$ cat config.mk
export PLATFORM = sky130hd
export DESIGN_NAME = eflc_controller
export DESIGN_NICKNAME = d
export VERILOG_FILES = /design/src/eflc_pkg.sv /design/src/eflc_cmd_decode.sv /design/src/eflc_ecc_dec.sv /design/src/eflc_controller.sv
export VERILOG_INCLUDE_DIRS = /design/src
export SDC_FILE = /design/constraint.sdc
export NUM_CORES = 1
export LEC_CHECK = 0
export BUFFER_PORTS_ARGS = -buffer_cell sky130_fd_sc_hd__clkbuf_2
export CORE_AREA = 3 3 148 150
export CTS_CLUSTER_DIAMETER = 50
export DETAILED_ROUTE_END_ITERATION = 12
export DIE_AREA = 0 0 151 153
export GPL_TIMING_DRIVEN = 0
export PLACE_DENSITY = 0.58
export SYNTH_ARGS = -nofsm -noshare
export SYNTH_HDL_FRONTEND = slang
export SYNTH_SLANG_ARGS = --single-unit
$ cat constraint.sdc
create_clock -name clk -period 3.54 [get_ports clk]
set_clock_uncertainty 0.2 [all_clocks]
set_input_delay 0.708 -clock clk [delete_from_list [all_inputs] [get_ports clk]]
set_output_delay 0.708 -clock clk [all_outputs]
set_load 0.005 [all_outputs]
$ cat src/eflc_defines.svh
// Register indices, field positions and reset values of the flash command controller
// Assumes inclusion by bare name from the controller files
`ifndef EFLC_DEFINES_SVH
`define EFLC_DEFINES_SVH

// ****************************************************************
// Register indices, byte address is four times the index
// ****************************************************************
`define EFLC_IDX_DATA_LO   16'hA020
`define EFLC_IDX_DATA_HI   16'hA021
`define EFLC_IDX_ADDR_LO   16'hA022
`define EFLC_IDX_ADDR_HI   16'hA023
`define EFLC_IDX_HELPER    16'hA024
`define EFLC_IDX_CMD       16'hA025
`define EFLC_IDX_ECC_CFG   16'hA028

// ****************************************************************
// Reset values
// ****************************************************************
`define EFLC_RST_DATA      8'h00
`define EFLC_RST_ADDR      8'h00
`define EFLC_RST_HELPER    8'h00
`define EFLC_RST_CMD       8'h80
`define EFLC_RST_CORR_EN   1'b1

// ****************************************************************
// Field positions
// ****************************************************************
`define EFLC_CMD_OP_MSB    4
`define EFLC_CMD_CYC_LSB   5
`define EFLC_CMD_CYC_MSB   7
`define EFLC_CFG_CORR_EN   0
`define EFLC_CFG_ERR_A     1
`define EFLC_CFG_ERR_B     2
`define EFLC_CFG_FAIL      3
`define EFLC_CFG_BUSY      4

// ****************************************************************
// Command encodings of the five operation select bits
// ****************************************************************
`define EFLC_OP_MAIN_READ  5'h10
`define EFLC_OP_MAIN_ERASE 5'h08
`define EFLC_OP_MAIN_WRITE 5'h04
`define EFLC_OP_INFO_READ  5'h02
`define EFLC_OP_INFO_WRITE 5'h01
`define EFLC_OP_INFO_ERASE 5'h03

`endif

$ cat src/eflc_pkg.sv
// Types and the ECC code function of the flash command controller
// Assumes nothing beyond a SystemVerilog compiler
package eflc_pkg;

    typedef enum logic [1:0] {
        EFLC_OP_READ,
        EFLC_OP_ERASE,
        EFLC_OP_WRITE
    } eflc_op_t;

    typedef enum logic {
        EFLC_ST_IDLE,
        EFLC_ST_BUSY
    } eflc_state_t;

    // Hamming code over one byte plus overall parity, upper bits zero
    function automatic logic [7:0] eflc_ecc_code(input logic [7:0] d);
        logic p1;
        logic p2;
        logic p4;
        logic p8;
        logic pall;
        p1   = d[0] ^ d[1] ^ d[3] ^ d[4] ^ d[6];
        p2   = d[0] ^ d[2] ^ d[3] ^ d[5] ^ d[6];
        p4   = d[1] ^ d[2] ^ d[3] ^ d[7];
        p8   = d[4] ^ d[5] ^ d[6] ^ d[7];
        pall = (^d) ^ p1 ^ p2 ^ p4 ^ p8;
        return {3'h0, pall, p8, p4, p2, p1};
    endfunction

endpackage

$ cat src/eflc_cmd_decode.sv
// Decoder of the five operation select bits into operation and target
// Assumes a combinational caller that checks valid before use
`timescale 1ns/1ps
`default_nettype none
`include "eflc_defines.svh"

module eflc_cmd_decode
    import eflc_pkg::*;
(
    input  wire logic [4:0] op_select,
    output logic            valid,
    output eflc_op_t        op,
    output logic            info_block
);

    always_comb begin
        valid      = 1'b1;
        op         = EFLC_OP_READ;
        info_block = 1'b0;
        case (op_select)
            `EFLC_OP_MAIN_READ: begin
                op = EFLC_OP_READ;
            end
            `EFLC_OP_MAIN_ERASE: begin
                op = EFLC_OP_ERASE;
            end
            `EFLC_OP_MAIN_WRITE: begin
                op = EFLC_OP_WRITE;
            end
            `EFLC_OP_INFO_READ: begin
                op         = EFLC_OP_READ;
                info_block = 1'b1;
            end
            `EFLC_OP_INFO_WRITE: begin
                op         = EFLC_OP_WRITE;
                info_block = 1'b1;
            end
            `EFLC_OP_INFO_ERASE: begin
                op         = EFLC_OP_ERASE;
                info_block = 1'b1;
            end
            default: begin
                valid = 1'b0;
            end
        endcase
    end

endmodule
`default_nettype wire

$ cat src/eflc_ecc_dec.sv
// Single error correction, double error detection of one stored flash word
// Assumes the word holds the data byte low and its ECC code high
`timescale 1ns/1ps
`default_nettype none

module eflc_ecc_dec
    import eflc_pkg::*;
(
    input  wire logic [15:0] raw_word,
    input  wire logic        corr_en,
    output logic      [15:0] result,
    output logic             err_single,
    output logic             err_double
);

    logic [7:0] calc;
    logic [3:0] syn;
    logic       overall;
    logic [7:0] flip;

    always_comb begin
        calc    = eflc_ecc_code(raw_word[7:0]);
        syn     = calc[3:0] ^ raw_word[11:8];
        overall = (^raw_word[7:0]) ^ (^raw_word[12:8]);
        case (syn)
            4'h3:    flip = 8'h01;
            4'h5:    flip = 8'h02;
            4'h6:    flip = 8'h04;
            4'h7:    flip = 8'h08;
            4'h9:    flip = 8'h10;
            4'hA:    flip = 8'h20;
            4'hB:    flip = 8'h40;
            4'hC:    flip = 8'h80;
            default: flip = 8'h00;
        endcase
        if (corr_en) begin
            err_single = overall;
            err_double = ~overall & (syn != 4'h0);
            // Stored code high, corrected byte low
            result = {raw_word[15:8], raw_word[7:0] ^ (overall ? flip : 8'h00)};
        end else begin
            // Raw contents, no checking
            err_single = 1'b0;
            err_double = 1'b0;
            result     = raw_word;
        end
    end

endmodule
`default_nettype wire

$ cat src/eflc_controller.sv
// Flash command controller: APB register file, command sequencer, ECC read path
// Assumes an APB master on the bus side and a flash array that answers fl_req with fl_ack
//
// What this block does
// - Single set bit selects main read/erase/write
// - Read result: ECC code high, data low
// - Any ECC error on read sets fail
// - Two flags record the ECC error type
// - Correction disabled returns raw flash contents
// - Low data register: read result, write data
// - High data register: read result, write data
// - Write data kept apart from read result
// - Two byte registers form the word address
// - Helper register returns ECC of written byte
//
// The implementer's own choice: register access over APB.
`timescale 1ns/1ps
`default_nettype none
`include "eflc_defines.svh"

module eflc_controller
    import eflc_pkg::*;
#(
    parameter int ADDR_W = 18
)
(
    input  wire logic              clk,
    input  wire logic              nrst,
    input  wire logic              psel,
    input  wire logic              penable,
    input  wire logic              pwrite,
    input  wire logic [ADDR_W-1:0] paddr,
    input  wire logic [31:0]       pwdata,
    input  wire logic [3:0]        pstrb,
    output logic      [31:0]       prdata,
    output logic                   pready,
    output logic                   pslverr,
    output logic                   fl_req,
    output eflc_op_t               fl_op,
    output logic                   fl_info_block,
    output logic      [15:0]       fl_addr,
    output logic      [15:0]       fl_wdata,
    input  wire logic              fl_ack,
    input  wire logic [15:0]       fl_rdata,
    output logic      [2:0]        timing_cycle_sel
);

    // ****************************************************************
    // Register addresses
    // ****************************************************************
    function automatic logic [ADDR_W-1:0] byte_addr(input logic [15:0] idx);
        return ADDR_W'({idx, 2'b00});
    endfunction

    localparam logic [ADDR_W-1:0] A_DATA_LO = byte_addr(`EFLC_IDX_DATA_LO);
    localparam logic [ADDR_W-1:0] A_DATA_HI = byte_addr(`EFLC_IDX_DATA_HI);
    localparam logic [ADDR_W-1:0] A_ADDR_LO = byte_addr(`EFLC_IDX_ADDR_LO);
    localparam logic [ADDR_W-1:0] A_ADDR_HI = byte_addr(`EFLC_IDX_ADDR_HI);
    localparam logic [ADDR_W-1:0] A_HELPER  = byte_addr(`EFLC_IDX_HELPER);
    localparam logic [ADDR_W-1:0] A_CMD     = byte_addr(`EFLC_IDX_CMD);
    localparam logic [ADDR_W-1:0] A_ECC_CFG = byte_addr(`EFLC_IDX_ECC_CFG);

    // ****************************************************************
    // State
    // ****************************************************************
    typedef struct packed {
        eflc_state_t st;
        logic [7:0]  wdat_lo;
        logic [7:0]  wdat_hi;
        logic [15:0] rdat;
        logic [7:0]  addr_lo;
        logic [7:0]  addr_hi;
        logic [7:0]  helper;
        logic [2:0]  cyc;
        logic [4:0]  op_bits;
        logic        corr_en;
        logic        err_a;
        logic        err_b;
        logic        fail;
        eflc_op_t    op;
        logic        info;
        logic [15:0] fl_addr;
        logic [15:0] fl_wdata;
        logic [31:0] prdata;
        logic        pslverr;
    } eflc_regs_t;

    eflc_regs_t s_reg;
    eflc_regs_t s_next;

    logic       dec_valid;
    eflc_op_t   dec_op;
    logic       dec_info;
    logic [15:0] rd_result;
    logic       rd_err_single;
    logic       rd_err_double;

    logic       setup;
    logic       wr_acc;
    logic       lane0;
    logic [7:0] wbyte;
    logic       done;
    logic       rd_done;
    logic       start;

    // ****************************************************************
    // Helpers
    // ****************************************************************
    eflc_cmd_decode u_cmd_decode (
        .op_select  (pwdata[`EFLC_CMD_OP_MSB:0]),
        .valid      (dec_valid),
        .op         (dec_op),
        .info_block (dec_info)
    );

    eflc_ecc_dec u_ecc_dec (
        .raw_word   (fl_rdata),
        .corr_en    (s_reg.corr_en),
        .result     (rd_result),
        .err_single (rd_err_single),
        .err_double (rd_err_double)
    );

    // ****************************************************************
    // Next state
    // ****************************************************************
    always_comb begin
        s_next  = s_reg;
        setup   = psel & ~penable;
        wr_acc  = psel & penable & pwrite;
        lane0   = pstrb[0];
        wbyte   = pwdata[7:0];
        done    = (s_reg.st == EFLC_ST_BUSY) & fl_ack;
        rd_done = done & (s_reg.op == EFLC_OP_READ);
        start   = wr_acc & lane0 & (paddr == A_CMD) & dec_valid & (s_reg.st == EFLC_ST_IDLE);

        // Bus writes, low byte lane only
        if (wr_acc && lane0) begin
            case (paddr)
                A_DATA_LO: s_next.wdat_lo = wbyte;
                A_DATA_HI: s_next.wdat_hi = wbyte;
                A_ADDR_LO: s_next.addr_lo = wbyte;
                A_ADDR_HI: s_next.addr_hi = wbyte;
                A_HELPER:  s_next.helper  = wbyte;
                A_CMD: begin
                    s_next.cyc = pwdata[`EFLC_CMD_CYC_MSB:`EFLC_CMD_CYC_LSB];
                end
                A_ECC_CFG: begin
                    s_next.corr_en = pwdata[`EFLC_CFG_CORR_EN];
                    if (pwdata[`EFLC_CFG_ERR_A]) begin
                        s_next.err_a = 1'b0;
                    end
                    if (pwdata[`EFLC_CFG_ERR_B]) begin
                        s_next.err_b = 1'b0;
                    end
                    if (pwdata[`EFLC_CFG_FAIL]) begin
                        s_next.fail = 1'b0;
                    end
                end
                default: begin
                end
            endcase
        end

        // Command start captures address and write data
        if (start) begin
            s_next.st       = EFLC_ST_BUSY;
            s_next.op_bits  = pwdata[`EFLC_CMD_OP_MSB:0];
            s_next.op       = dec_op;
            s_next.info     = dec_info;
            s_next.fl_addr  = {s_reg.addr_hi, s_reg.addr_lo};
            s_next.fl_wdata = {s_reg.wdat_hi, s_reg.wdat_lo};
        end

        // Completion; hardware set wins over software clear
        if (done) begin
            s_next.st      = EFLC_ST_IDLE;
            s_next.op_bits = 5'h00;
        end
        if (rd_done) begin
            s_next.rdat = rd_result;
            if (rd_err_single) begin
                s_next.err_a = 1'b1;
            end
            if (rd_err_double) begin
                s_next.err_b = 1'b1;
            end
            if (rd_err_single || rd_err_double) begin
                s_next.fail = 1'b1;
            end
        end

        // Read data prepared in setup, presented in access
        if (setup) begin
            s_next.pslverr = 1'b0;
            case (paddr)
                A_DATA_LO: s_next.prdata = {24'h0, s_reg.rdat[7:0]};
                A_DATA_HI: s_next.prdata = {24'h0, s_reg.rdat[15:8]};
                A_ADDR_LO: s_next.prdata = {24'h0, s_reg.addr_lo};
                A_ADDR_HI: s_next.prdata = {24'h0, s_reg.addr_hi};
                A_HELPER:  s_next.prdata = {24'h0, eflc_ecc_code(s_reg.helper)};
                A_CMD:     s_next.prdata = {24'h0, s_reg.cyc, s_reg.op_bits};
                A_ECC_CFG: s_next.prdata = {27'h0,
                                            s_reg.st == EFLC_ST_BUSY,
                                            s_reg.fail,
                                            s_reg.err_b,
                                            s_reg.err_a,
                                            s_reg.corr_en};
                default: begin
                    s_next.prdata  = 32'h0;
                    s_next.pslverr = 1'b1;
                end
            endcase
        end
    end

    // ****************************************************************
    // Registers
    // ****************************************************************
    always_ff @(posedge clk or negedge nrst) begin
        if (!nrst) begin
            s_reg.st       <= EFLC_ST_IDLE;
            s_reg.wdat_lo  <= `EFLC_RST_DATA;
            s_reg.wdat_hi  <= `EFLC_RST_DATA;
            s_reg.rdat     <= 16'h0000;
            s_reg.addr_lo  <= `EFLC_RST_ADDR;
            s_reg.addr_hi  <= `EFLC_RST_ADDR;
            s_reg.helper   <= `EFLC_RST_HELPER;
            s_reg.cyc      <= 3'(`EFLC_RST_CMD >> `EFLC_CMD_CYC_LSB);
            s_reg.op_bits  <= 5'(`EFLC_RST_CMD);
            s_reg.corr_en  <= `EFLC_RST_CORR_EN;
            s_reg.err_a    <= 1'b0;
            s_reg.err_b    <= 1'b0;
            s_reg.fail     <= 1'b0;
            s_reg.op       <= EFLC_OP_READ;
            s_reg.info     <= 1'b0;
            s_reg.fl_addr  <= 16'h0000;
            s_reg.fl_wdata <= 16'h0000;
            s_reg.prdata   <= 32'h0000_0000;
            s_reg.pslverr  <= 1'b0;
        end else begin
            s_reg <= s_next;
        end
    end

    // ****************************************************************
    // Outputs
    // ****************************************************************
    assign prdata           = s_reg.prdata;
    assign pready           = 1'b1;
    assign pslverr          = s_reg.pslverr & psel & penable;
    assign fl_req           = s_reg.st == EFLC_ST_BUSY;
    assign fl_op            = s_reg.op;
    assign fl_info_block    = s_reg.info;
    assign fl_addr          = s_reg.fl_addr;
    assign fl_wdata         = s_reg.fl_wdata;
    // Software is expected to program all ones here
    assign timing_cycle_sel = s_reg.cyc;

endmodule
`default_nettype wire

Word-level counts from Yosys, hierarchy flattened
Memory sizes are Yosys's and may differ from the RTL's. Index checks and enable logic that the tools add are counted.

Add/subtract/negate cells: 0. $mul: 0. Div/mod/pow operators: 0. $lt $le $gt $ge: 0. Equal/unequal tests: 13. Shift-type cells: 0. Multiplexer cells: 22. Bitwise operators: 50. Reduce and logical (&&, ||, !) cells: 20.

Operator list (count): $eq A18 B18 Y1 const B (7); $pmux W8 S7 (1); $xor A1 B1 Y1 (33); $mux W8 (2); $reduce_xor A8 Y1 (2); $reduce_and A2 Y1 (7); $mux W1 (13); $and A1 B1 Y1 (12); $eq A5 B2 Y1 const B (2); $mux W5 (2); $mux W3 (3); $xor A8 B8 Y8 (1); $reduce_or A7 Y1 (1); $reduce_or A6 Y1 (1); $eq A5 B1 Y1 const B (1); $eq A5 B3 Y1 const B (1); $eq A5 B4 Y1 const B (1); $eq A5 B5 Y1 const B (1); $reduce_xor A5 Y1 (1); $pmux W2 S2 (1); $reduce_bool A4 Y1 (1); $reduce_or A2 Y1 (2); $xor A4 B4 Y4 (1); $not A1 Y1 (3); other kinds (5) (5).

Register bits: 137. Bits in latches: 0. Bits in writable memories: 0. Bits in read-only memories: 128. Input bits: 76. Output and inout bits: 73. Word-level logic and storage cells: 125. Memories: 1.

Memories: (no name shown) (words 16, width 8, read ports 1, clocked after memory_dff 0, write ports 0, RTL line eflc_ecc_dec.sv:25) `case (syn)`.

Logic depth before layout (Yosys ltp)
Gate-level depths: netlist of the first run.

Depth in word-level cells: 11. Gate-level depth with buffers: 9. Gate-level depth less buffers: 6.

Modules after synthesis
Synthesis of the first run repeated with hierarchy kept, for this count alone.

Cell total of the unflattened synthesis: 504. Area total of the unflattened synthesis: 6135.9 sq um.

By module, submodules not included: eflc_controller (instances 1, cells an instance 437, area an instance 5551.6 sq um, sequential area each 2830.2 sq um); eflc_ecc_dec (instances 1, cells an instance 55, area an instance 485.5 sq um, sequential area each 0.0 sq um); eflc_cmd_decode (instances 1, cells an instance 12, area an instance 98.8 sq um, sequential area each 0.0 sq um).

Worst setup path before layout of the first run
OpenSTA, ideal clock, no wires.

Path kind: input port to flip-flop. From: input paddr[6]. To: register s_reg[121] (netlist bit). Library setup time: 0.125 ns. Arrival time: 2.296 ns. Required time: 3.215 ns. Slack: 0.919 ns. Cell stages on the path: 5. Path buffers: 0. Cell sequence: nor4b_2 nand4_2 or2_4 nor4_4 mux2_2.

Word-level cells in the longest chain between the ends: 2.

RTL lines: start, declared (RTL line eflc_controller.sv:32) `input wire logic [ADDR_W-1:0] paddr,`; $eq A18 B18 Y1 (RTL line eflc_controller.sv:139) `case (paddr)`; $reduce_and A2 Y1 (no source line); end signal, assigned (RTL line eflc_controller.sv:242) `s_reg <= s_next;`; end, declared (RTL line eflc_controller.sv:88) `eflc_regs_t s_reg;`.

No other way between the ends. A chain may end at the register's enable or synchronous reset.

Final worst setup path of the first run
From: input paddr[10]. To: register s_reg (netlist bit fl_op[0]).

Word-level cells in the longest chain between the ends: 4.

RTL lines: $eq A18 B18 Y1 (RTL line eflc_controller.sv:135) `start = wr_acc & lane0 & (paddr == A_CMD) & dec_valid & (s_reg.st == EFLC_ST_IDLE);`; $and A1 B1 Y1 (3 in a row) (RTL line eflc_controller.sv:135).

No other way between the ends.

==> results of run 1 <==
## worst min-delay path: stages (launching register included)
cell,delay [ns]
dfrtp_1,0.34
nand2_1,0.05
nand2_1,0.05
## area by class of cell
class                      instances  area (sq um)
timing repair buffer              93           502
tap                              275           344
sequential                       113          2830
fill                            2077         13000
clock buffer                      22           484
inverter                           9          33.8
buffer                            93           641
clock inverter                    10           203
multi-input combinational        352          2790
## power groups by stage
| stage | clock network [mW] | registers (mW) | logic, mW |
|---|---|---|---|
| 6_report | 1.97 | 1.32 | 0.298 |
| 5_1_grt | 2.07 | 1.32 | 0.332 |
| 4_1_cts | 2.00 | 1.32 | 0.300 |
| 3_5_place_dp | 0 | 1.34 | 0.299 |
| 3_3_place_gp | 0 | 1.34 | 0.291 |
| 2_1_floorplan | 0 | 1.34 | 0.189 |
## synthesized netlist by cell type, types with 2 or more instances
cell type,instances
a211oi_1,8
a21oi_1,13
a22o_1,2
a22oi_1,3
a31oi_1,2
and3_1,2
buf_1,3
buf_2,2
buf_4,71
buf_6,3
clkbuf_1,14
conb_1,2
dfrtp_1,111
dfstp_2,2
inv_1,9
mux2_2,52
mux2_4,32
mux2i_1,8
nand2_1,53
nand2b_1,4
nand3_1,15
nand4_1,5
nor2_1,14
nor3_1,6
nor3_4,2
nor4_4,2
o211ai_1,3
o21ai_0,19
o21ai_1,9
o2bb2ai_1,2
o31ai_1,2
or2_4,2
or3_1,3
xnor2_1,32
xnor2_2,2
xnor3_1,2
xor2_1,6
## metrics by stage
stage / power (mW) / instances
final: 3.59 / 967
after global routing: 3.72 / 967
after CTS: 3.63 / 967
after detailed placement: 1.64 / 934
after global placement: 1.63 / 933
after floorplan: 1.53 / 567
## path summary, 6_finish.rpt
check	cells past startpoint	endpoint	slack [ns]	start
hold / removal	2	s_reg[117]	0.28	s_reg[117]
hold reg to reg	2	s_reg[117]	0.28	s_reg[117]
min in group asynchronous	2	fl_addr[6]	0.47	nrst
max in group asynchronous	3	s_reg[127]	1.98	nrst
setup / recovery	9	fl_op[0]	0.86	paddr[10]
setup reg to reg	5	s_reg[69]	1.09	fl_req
## routing by layer
layer,vias up,share of wire [%]
met4,2,2.0
li1,2074,-
met1,2000,45
met3,21,5.7
met2,119,47
met5,-,0.081
## cells by family after synthesis
| logic type | count (synthesis) |
|---|---|
| AND/OR/NAND/NOR | 120 |
| flip-flops | 113 |
| buffers and inverters | 102 |
| multiplexers | 92 |
| AO/OA/AOI/OAI | 72 |
| XOR/XNOR | 43 |
| other | 2 |
## what timing repair did
item,in CTS,in global routing
hold buffers,1,0
gates resized for setup,0,0
endpoints found under the hold margin,2,0
==> results_dict.tcl, run 1 <==
set metrics [dict create \
    rsz0062_at_grt "no" \
    worst_slew_margin_rel_pct 26.4 \
    setup_tns_ns 0 \
    synthXorXnorAreaFrac_pct 6.99 \
    cp_num_buf_inv 3 \
    outcome "finished clean" \
    grt_pass1_vias 4222 \
    irDropWorstVdd_mv 0.250 \
    setup_ws_ns 0.858 \
    syn_avg_cell_area_sq_um 11.4 \
    cts-root-buf "clkbuf_16" \
    tightest_slew_ns 1.10 \
    cp.required_ns 3.60 \
    max_stage_delay_ns 0.61 \
    cp_max_fo 10 \
    synth.distinct_cells 59 \
    cts_buffers 17 \
    synth_area_sq_um 6210 \
    cap_violations 0 \
    endpoint_kind "flop" \
    dieArea_sq_um 23100 \
    layout.nets 755 \
    area_growth_pct 26.1 \
    drtPass1Iterations 5 \
    cts.sinks 113 \
    design_area_sq_um 7830 \
    drtIter0Drc 263 \
    synth_top_family_by_area "multiplexers" \
    final_antenna_net_count 0 \
    use_met3_pct 3.23 \
    syn_inst 544 \
    ys_ff_latch 113 \
    powerDensity_nw_per_um2 458 \
    grt_pass1_wl_um 23100 \
    grt_util_met2_pct 19.8 \
    grt_max_degree 112 \
    path_cells "clkbuf_2 -> nor4_2 -> nand4_2 -> nor4_4 -> nand3_4 -> buf_6 -> buf_2 -> nand2_1 -> o41ai_2" \
    totalWireLength_um 14700 \
    finalHoldViolations 0 \
    preCtsSetupSlack_ns 0.392 \
    cts_tree "done" \
    wl_per_cell_um 15.2 \
    synth_fa_ha_area_share_pct 0 \
    dpl_cell_area_sq_um 7130 \
    htree_levels 4 \
    place_congestion 0.939 \
    grt.met1_usage_pct 17.3 \
    fp-row-count 53 \
    yosysWarnings 0 \
    port_buffers 91 \
    layout_common_cells "111 x dfrtp_1, 90 x clkbuf_2, 71 x buf_4" \
    worstSetupPathType "input pin to flop" \
    antenna_found_initial 1 \
    vias_per_cell 4.36 \
    synthSimpleGateAreaFrac_pct 10.6 \
    die_y_um 153 \
    die_x_um 151 \
    synth_compound_area_share_pct 7.38 \
    vias 4216 \
    dp_hpwl_um 11100 \
    period_share_pct 75.8 \
    combPwrFrac_pct 8.3 \
    internal_power_mw 2.82 \
    hold_class "flop to flop" \
    timing.fmax_mhz 373 \
    synth-edff-count 0 \
    p_seq_share_pct 36.8 \
    synth_top_cell_by_area "dfrtp_1" \
    period_needed_ns 2.68 \
    switching_share_pct 21.3 \
    clock_power_share_pct 54.8 \
    fp.coreArea_sq_um 20800 \
    ys_seq_area_share_pct 45.6 \
    critPathTopFamily "simple AND/OR/NAND/NOR gates" \
    grt_busiest_layer "met2" \
    hold_slack_ns 0.276 \
    insertion_delay_ns 0.40 \
    synth_area_leaders "dfrtp_1 45%, mux2_2 9.4%, buf_4 8.6%" \
    crit_arrival_ns 2.75 \
    final_common_cell "dfrtp_1" \
    n_antenna_cell 0 \
    synth_mux_area_share_pct 18.5 \
    drive_above_1_share_pct 43.5 \
    startpoint_type "input pin" \
    cts_max_path_buffers 2 \
    grt-ovfl-total 0 \
    path_clk_slew_ns 0.05 \
    synth_flop_cell "dfrtp_1" \
    critical-path-slowest-cell "nor4_4" \
    largest_reg_flops 66 \
    yosysTopAreaCellShare_pct 44.7 \
    power.leakage_nw 3.96 \
    setup-violations-final 0 \
    start_util_pct 29.8 \
    post_cts_buffers 0 \
    finalMaxSlewViolations 0 \
    drc_errors 0 \
    synthArstFlopShare_pct 100 \
    grt_util_all_layers_pct 12.9 \
    power_switching_uw 766 \
    ios 149 \
    final_core_util_pct 37.6 \
]
No activity file was read; power rests on OpenSTA's default activity.
==> run 2, diff against run 1 <==
PLACE_DENSITY = 0.6   (was 0.58)
clock period = 2.2 ns   (was 3.54 ns; I/O delays follow)
==> run 2 against run 1 <==
  * Sequential share of layout area barely moved
  * Cell area about the same
  * Worst setup slack got worse by 0.80 ns
  * Sequential cell count unchanged
  * First-iteration DRC count grew 7.2%
  * Critical path type unchanged
  * Non-clock buffer count rose by 6
==> results_dict.tcl, run 2 (synthesis gave the netlist of run 1 again) <==
set metrics [dict create \
    period_needed_ns 2.14 \
    tightest_slew_ns 0.606 \
    die_y_um 153 \
    internal_power_mw 3.98 \
    powerDensity_nw_per_um2 668 \
    path_cells "clkbuf_2 -> nor4_4 -> nand4_4 -> nor2_1 -> nand2_1 -> nor3_4 -> buf_12 -> mux2_2" \
    period_share_pct 97.4 \
    critical-path-slowest-cell "mux2_2" \
    fp-row-count 53 \
    cts_max_path_buffers 2 \
    dp_hpwl_um 11200 \
    grt_max_degree 114 \
    power.leakage_nw 3.95 \
    cp.required_ns 2.30 \
    cap_violations 0 \
    n_antenna_cell 0 \
    insertion_delay_ns 0.41 \
    drtPass1Iterations 4 \
    cts-root-buf "clkbuf_16" \
    cp_max_fo 8 \
    worstSetupPathType "input pin to flop" \
    finalHoldViolations 0 \
    htree_levels 4 \
    fp.coreArea_sq_um 20800 \
    port_buffers 91 \
    die_x_um 151 \
    hold_class "input pin to flop" \
    largest_reg_flops 66 \
    start_util_pct 29.8 \
    final_common_cell "dfrtp_1" \
    drc_errors 0 \
    cts_tree "done" \
    holdPathStages 2 \
    setup_tns_ns 0 \
    area_growth_pct 26.1 \
    irDropWorstVdd_mv 0.457 \
    cts.sinks 113 \
    drtIter0Drc 282 \
    setup-violations-final 0 \
    vias_per_cell 4.37 \
    ios 149 \
    clock_power_share_pct 50.0 \
    layout_common_cells "111 x dfrtp_1, 92 x clkbuf_2, 75 x buf_4" \
    antenna_found_initial 0 \
    wl_per_cell_um 15.6 \
    path_clk_slew_ns 0.05 \
    crit_arrival_ns 2.24 \
    drive_above_1_share_pct 44.4 \
    grt-ovfl-total 0 \
    timing.fmax_mhz 466 \
    startpoint_type "input pin" \
    layout.nets 761 \
    grt_pass1_vias 4297 \
    vias 4254 \
    worst_slew_margin_rel_pct 58.5 \
    final_antenna_net_count 0 \
    p_seq_share_pct 40.7 \
    endpoint_kind "flop" \
    grt_pass1_wl_um 23400 \
    worstRegToRegCells 5 \
    finalMaxSlewViolations 0 \
    dieArea_sq_um 23100 \
    max_stage_delay_ns 0.34 \
    outcome "finished clean" \
    switching_share_pct 23.8 \
    cts_buffers 17 \
    combPwrFrac_pct 9.3 \
    place_congestion 0.849 \
    totalWireLength_um 15200 \
    power_switching_mw 1.25 \
    grt_util_all_layers_pct 13.1 \
    power.total_mw 5.23 \
]
-- run 2: changes by cell type in the layout (fill, tap and decap cells not counted), sizes merged --
cell / change
bufinv: -4
clkbuf: -1
clkinv: +4
clkinvlp: +1
buf: +6
-- run 2: metrics by stage --
step | utilization (%) | std cells | hold WS (ns) | instance area, sq um | setup slack [ns]
2_1_floorplan | - | 567 | -0.0556 | 6330 | -0.0418
3_3_place_gp | 34.2 | 933 | 0.262 | 7130 | -1.22
3_5_place_dp | 34.4 | 934 | 0.268 | 7160 | -0.482
4_1_cts | 37.4 | 970 | 0.00998 | 7780 | 0.00310
5_1_grt | 37.6 | 973 | 0.0314 | 7830 | -0.00140
6_report | 37.6 | 973 | 0.0225 | 7830 | 0.0563
-- run 2: layout make-up --
cell class	instances	area (sq um)
Sequential cell	113	2830
Timing Repair Buffer	99	572
Buffer	93	643
Multi-Input combinational cell	352	2840
Clock buffer	21	450
Tap cell	275	344
Inverter	9	33.8
Clock inverter	11	114
Fill cell	2080	13000
-- run 2: worst max-delay path: cells and delay by family --
family,cells,cell delay [ns]
simple gates,5,1.20
mux,1,0.34
buf+inv,2,0.26
-- run 2: worst paths after layout --
check | startpoint | slack (ns) | to
max reg2reg | s_reg[83] | 0.13 | prdata[2]
min | fl_ack | 0.02 | fl_req
min reg2reg | s_reg[117] | 0.28 | s_reg[117]
min in group asynchronous | nrst | 0.47 | fl_addr[5]
max | paddr[10] | 0.06 | s_reg[128]
max in group asynchronous | nrst | 0.91 | s_reg[133]
-- run 2: power groups by stage --
| stage | registers [mW] | clock network, mW | logic (mW) |
|---|---|---|---|
| 2_1_floorplan | 2.15 | 0 | 0.306 |
| 3_3_place_gp | 2.16 | 0 | 0.475 |
| 3_5_place_dp | 2.16 | 0 | 0.484 |
| 4_1_cts | 2.13 | 2.67 | 0.489 |
| 5_1_grt | 2.13 | 2.74 | 0.537 |
| 6_report | 2.13 | 2.62 | 0.486 |
-- run 2: repair_timing --
item                                   CTS  global route
setup endpoints to repair               13            40
hold buffers                             1             0
pin swaps                                2             2
buffers inserted                         3             3
endpoints found under the hold margin  111             0
resized for setup                        1             6
-- run 2: routing by layer --
| metal | GRT usage (%) | up-vias | routed length, um |
|---|---|---|---|
| met1 | 16.5 | 2062 | 6580 |
| met4 | 4.36 | 0 | 326 |
| met5 | 0 | - | 0 |
| li1 | - | 2081 | - |
| met2 | 21.9 | 89 | 7760 |
| met3 | 3.38 | 22 | 531 |
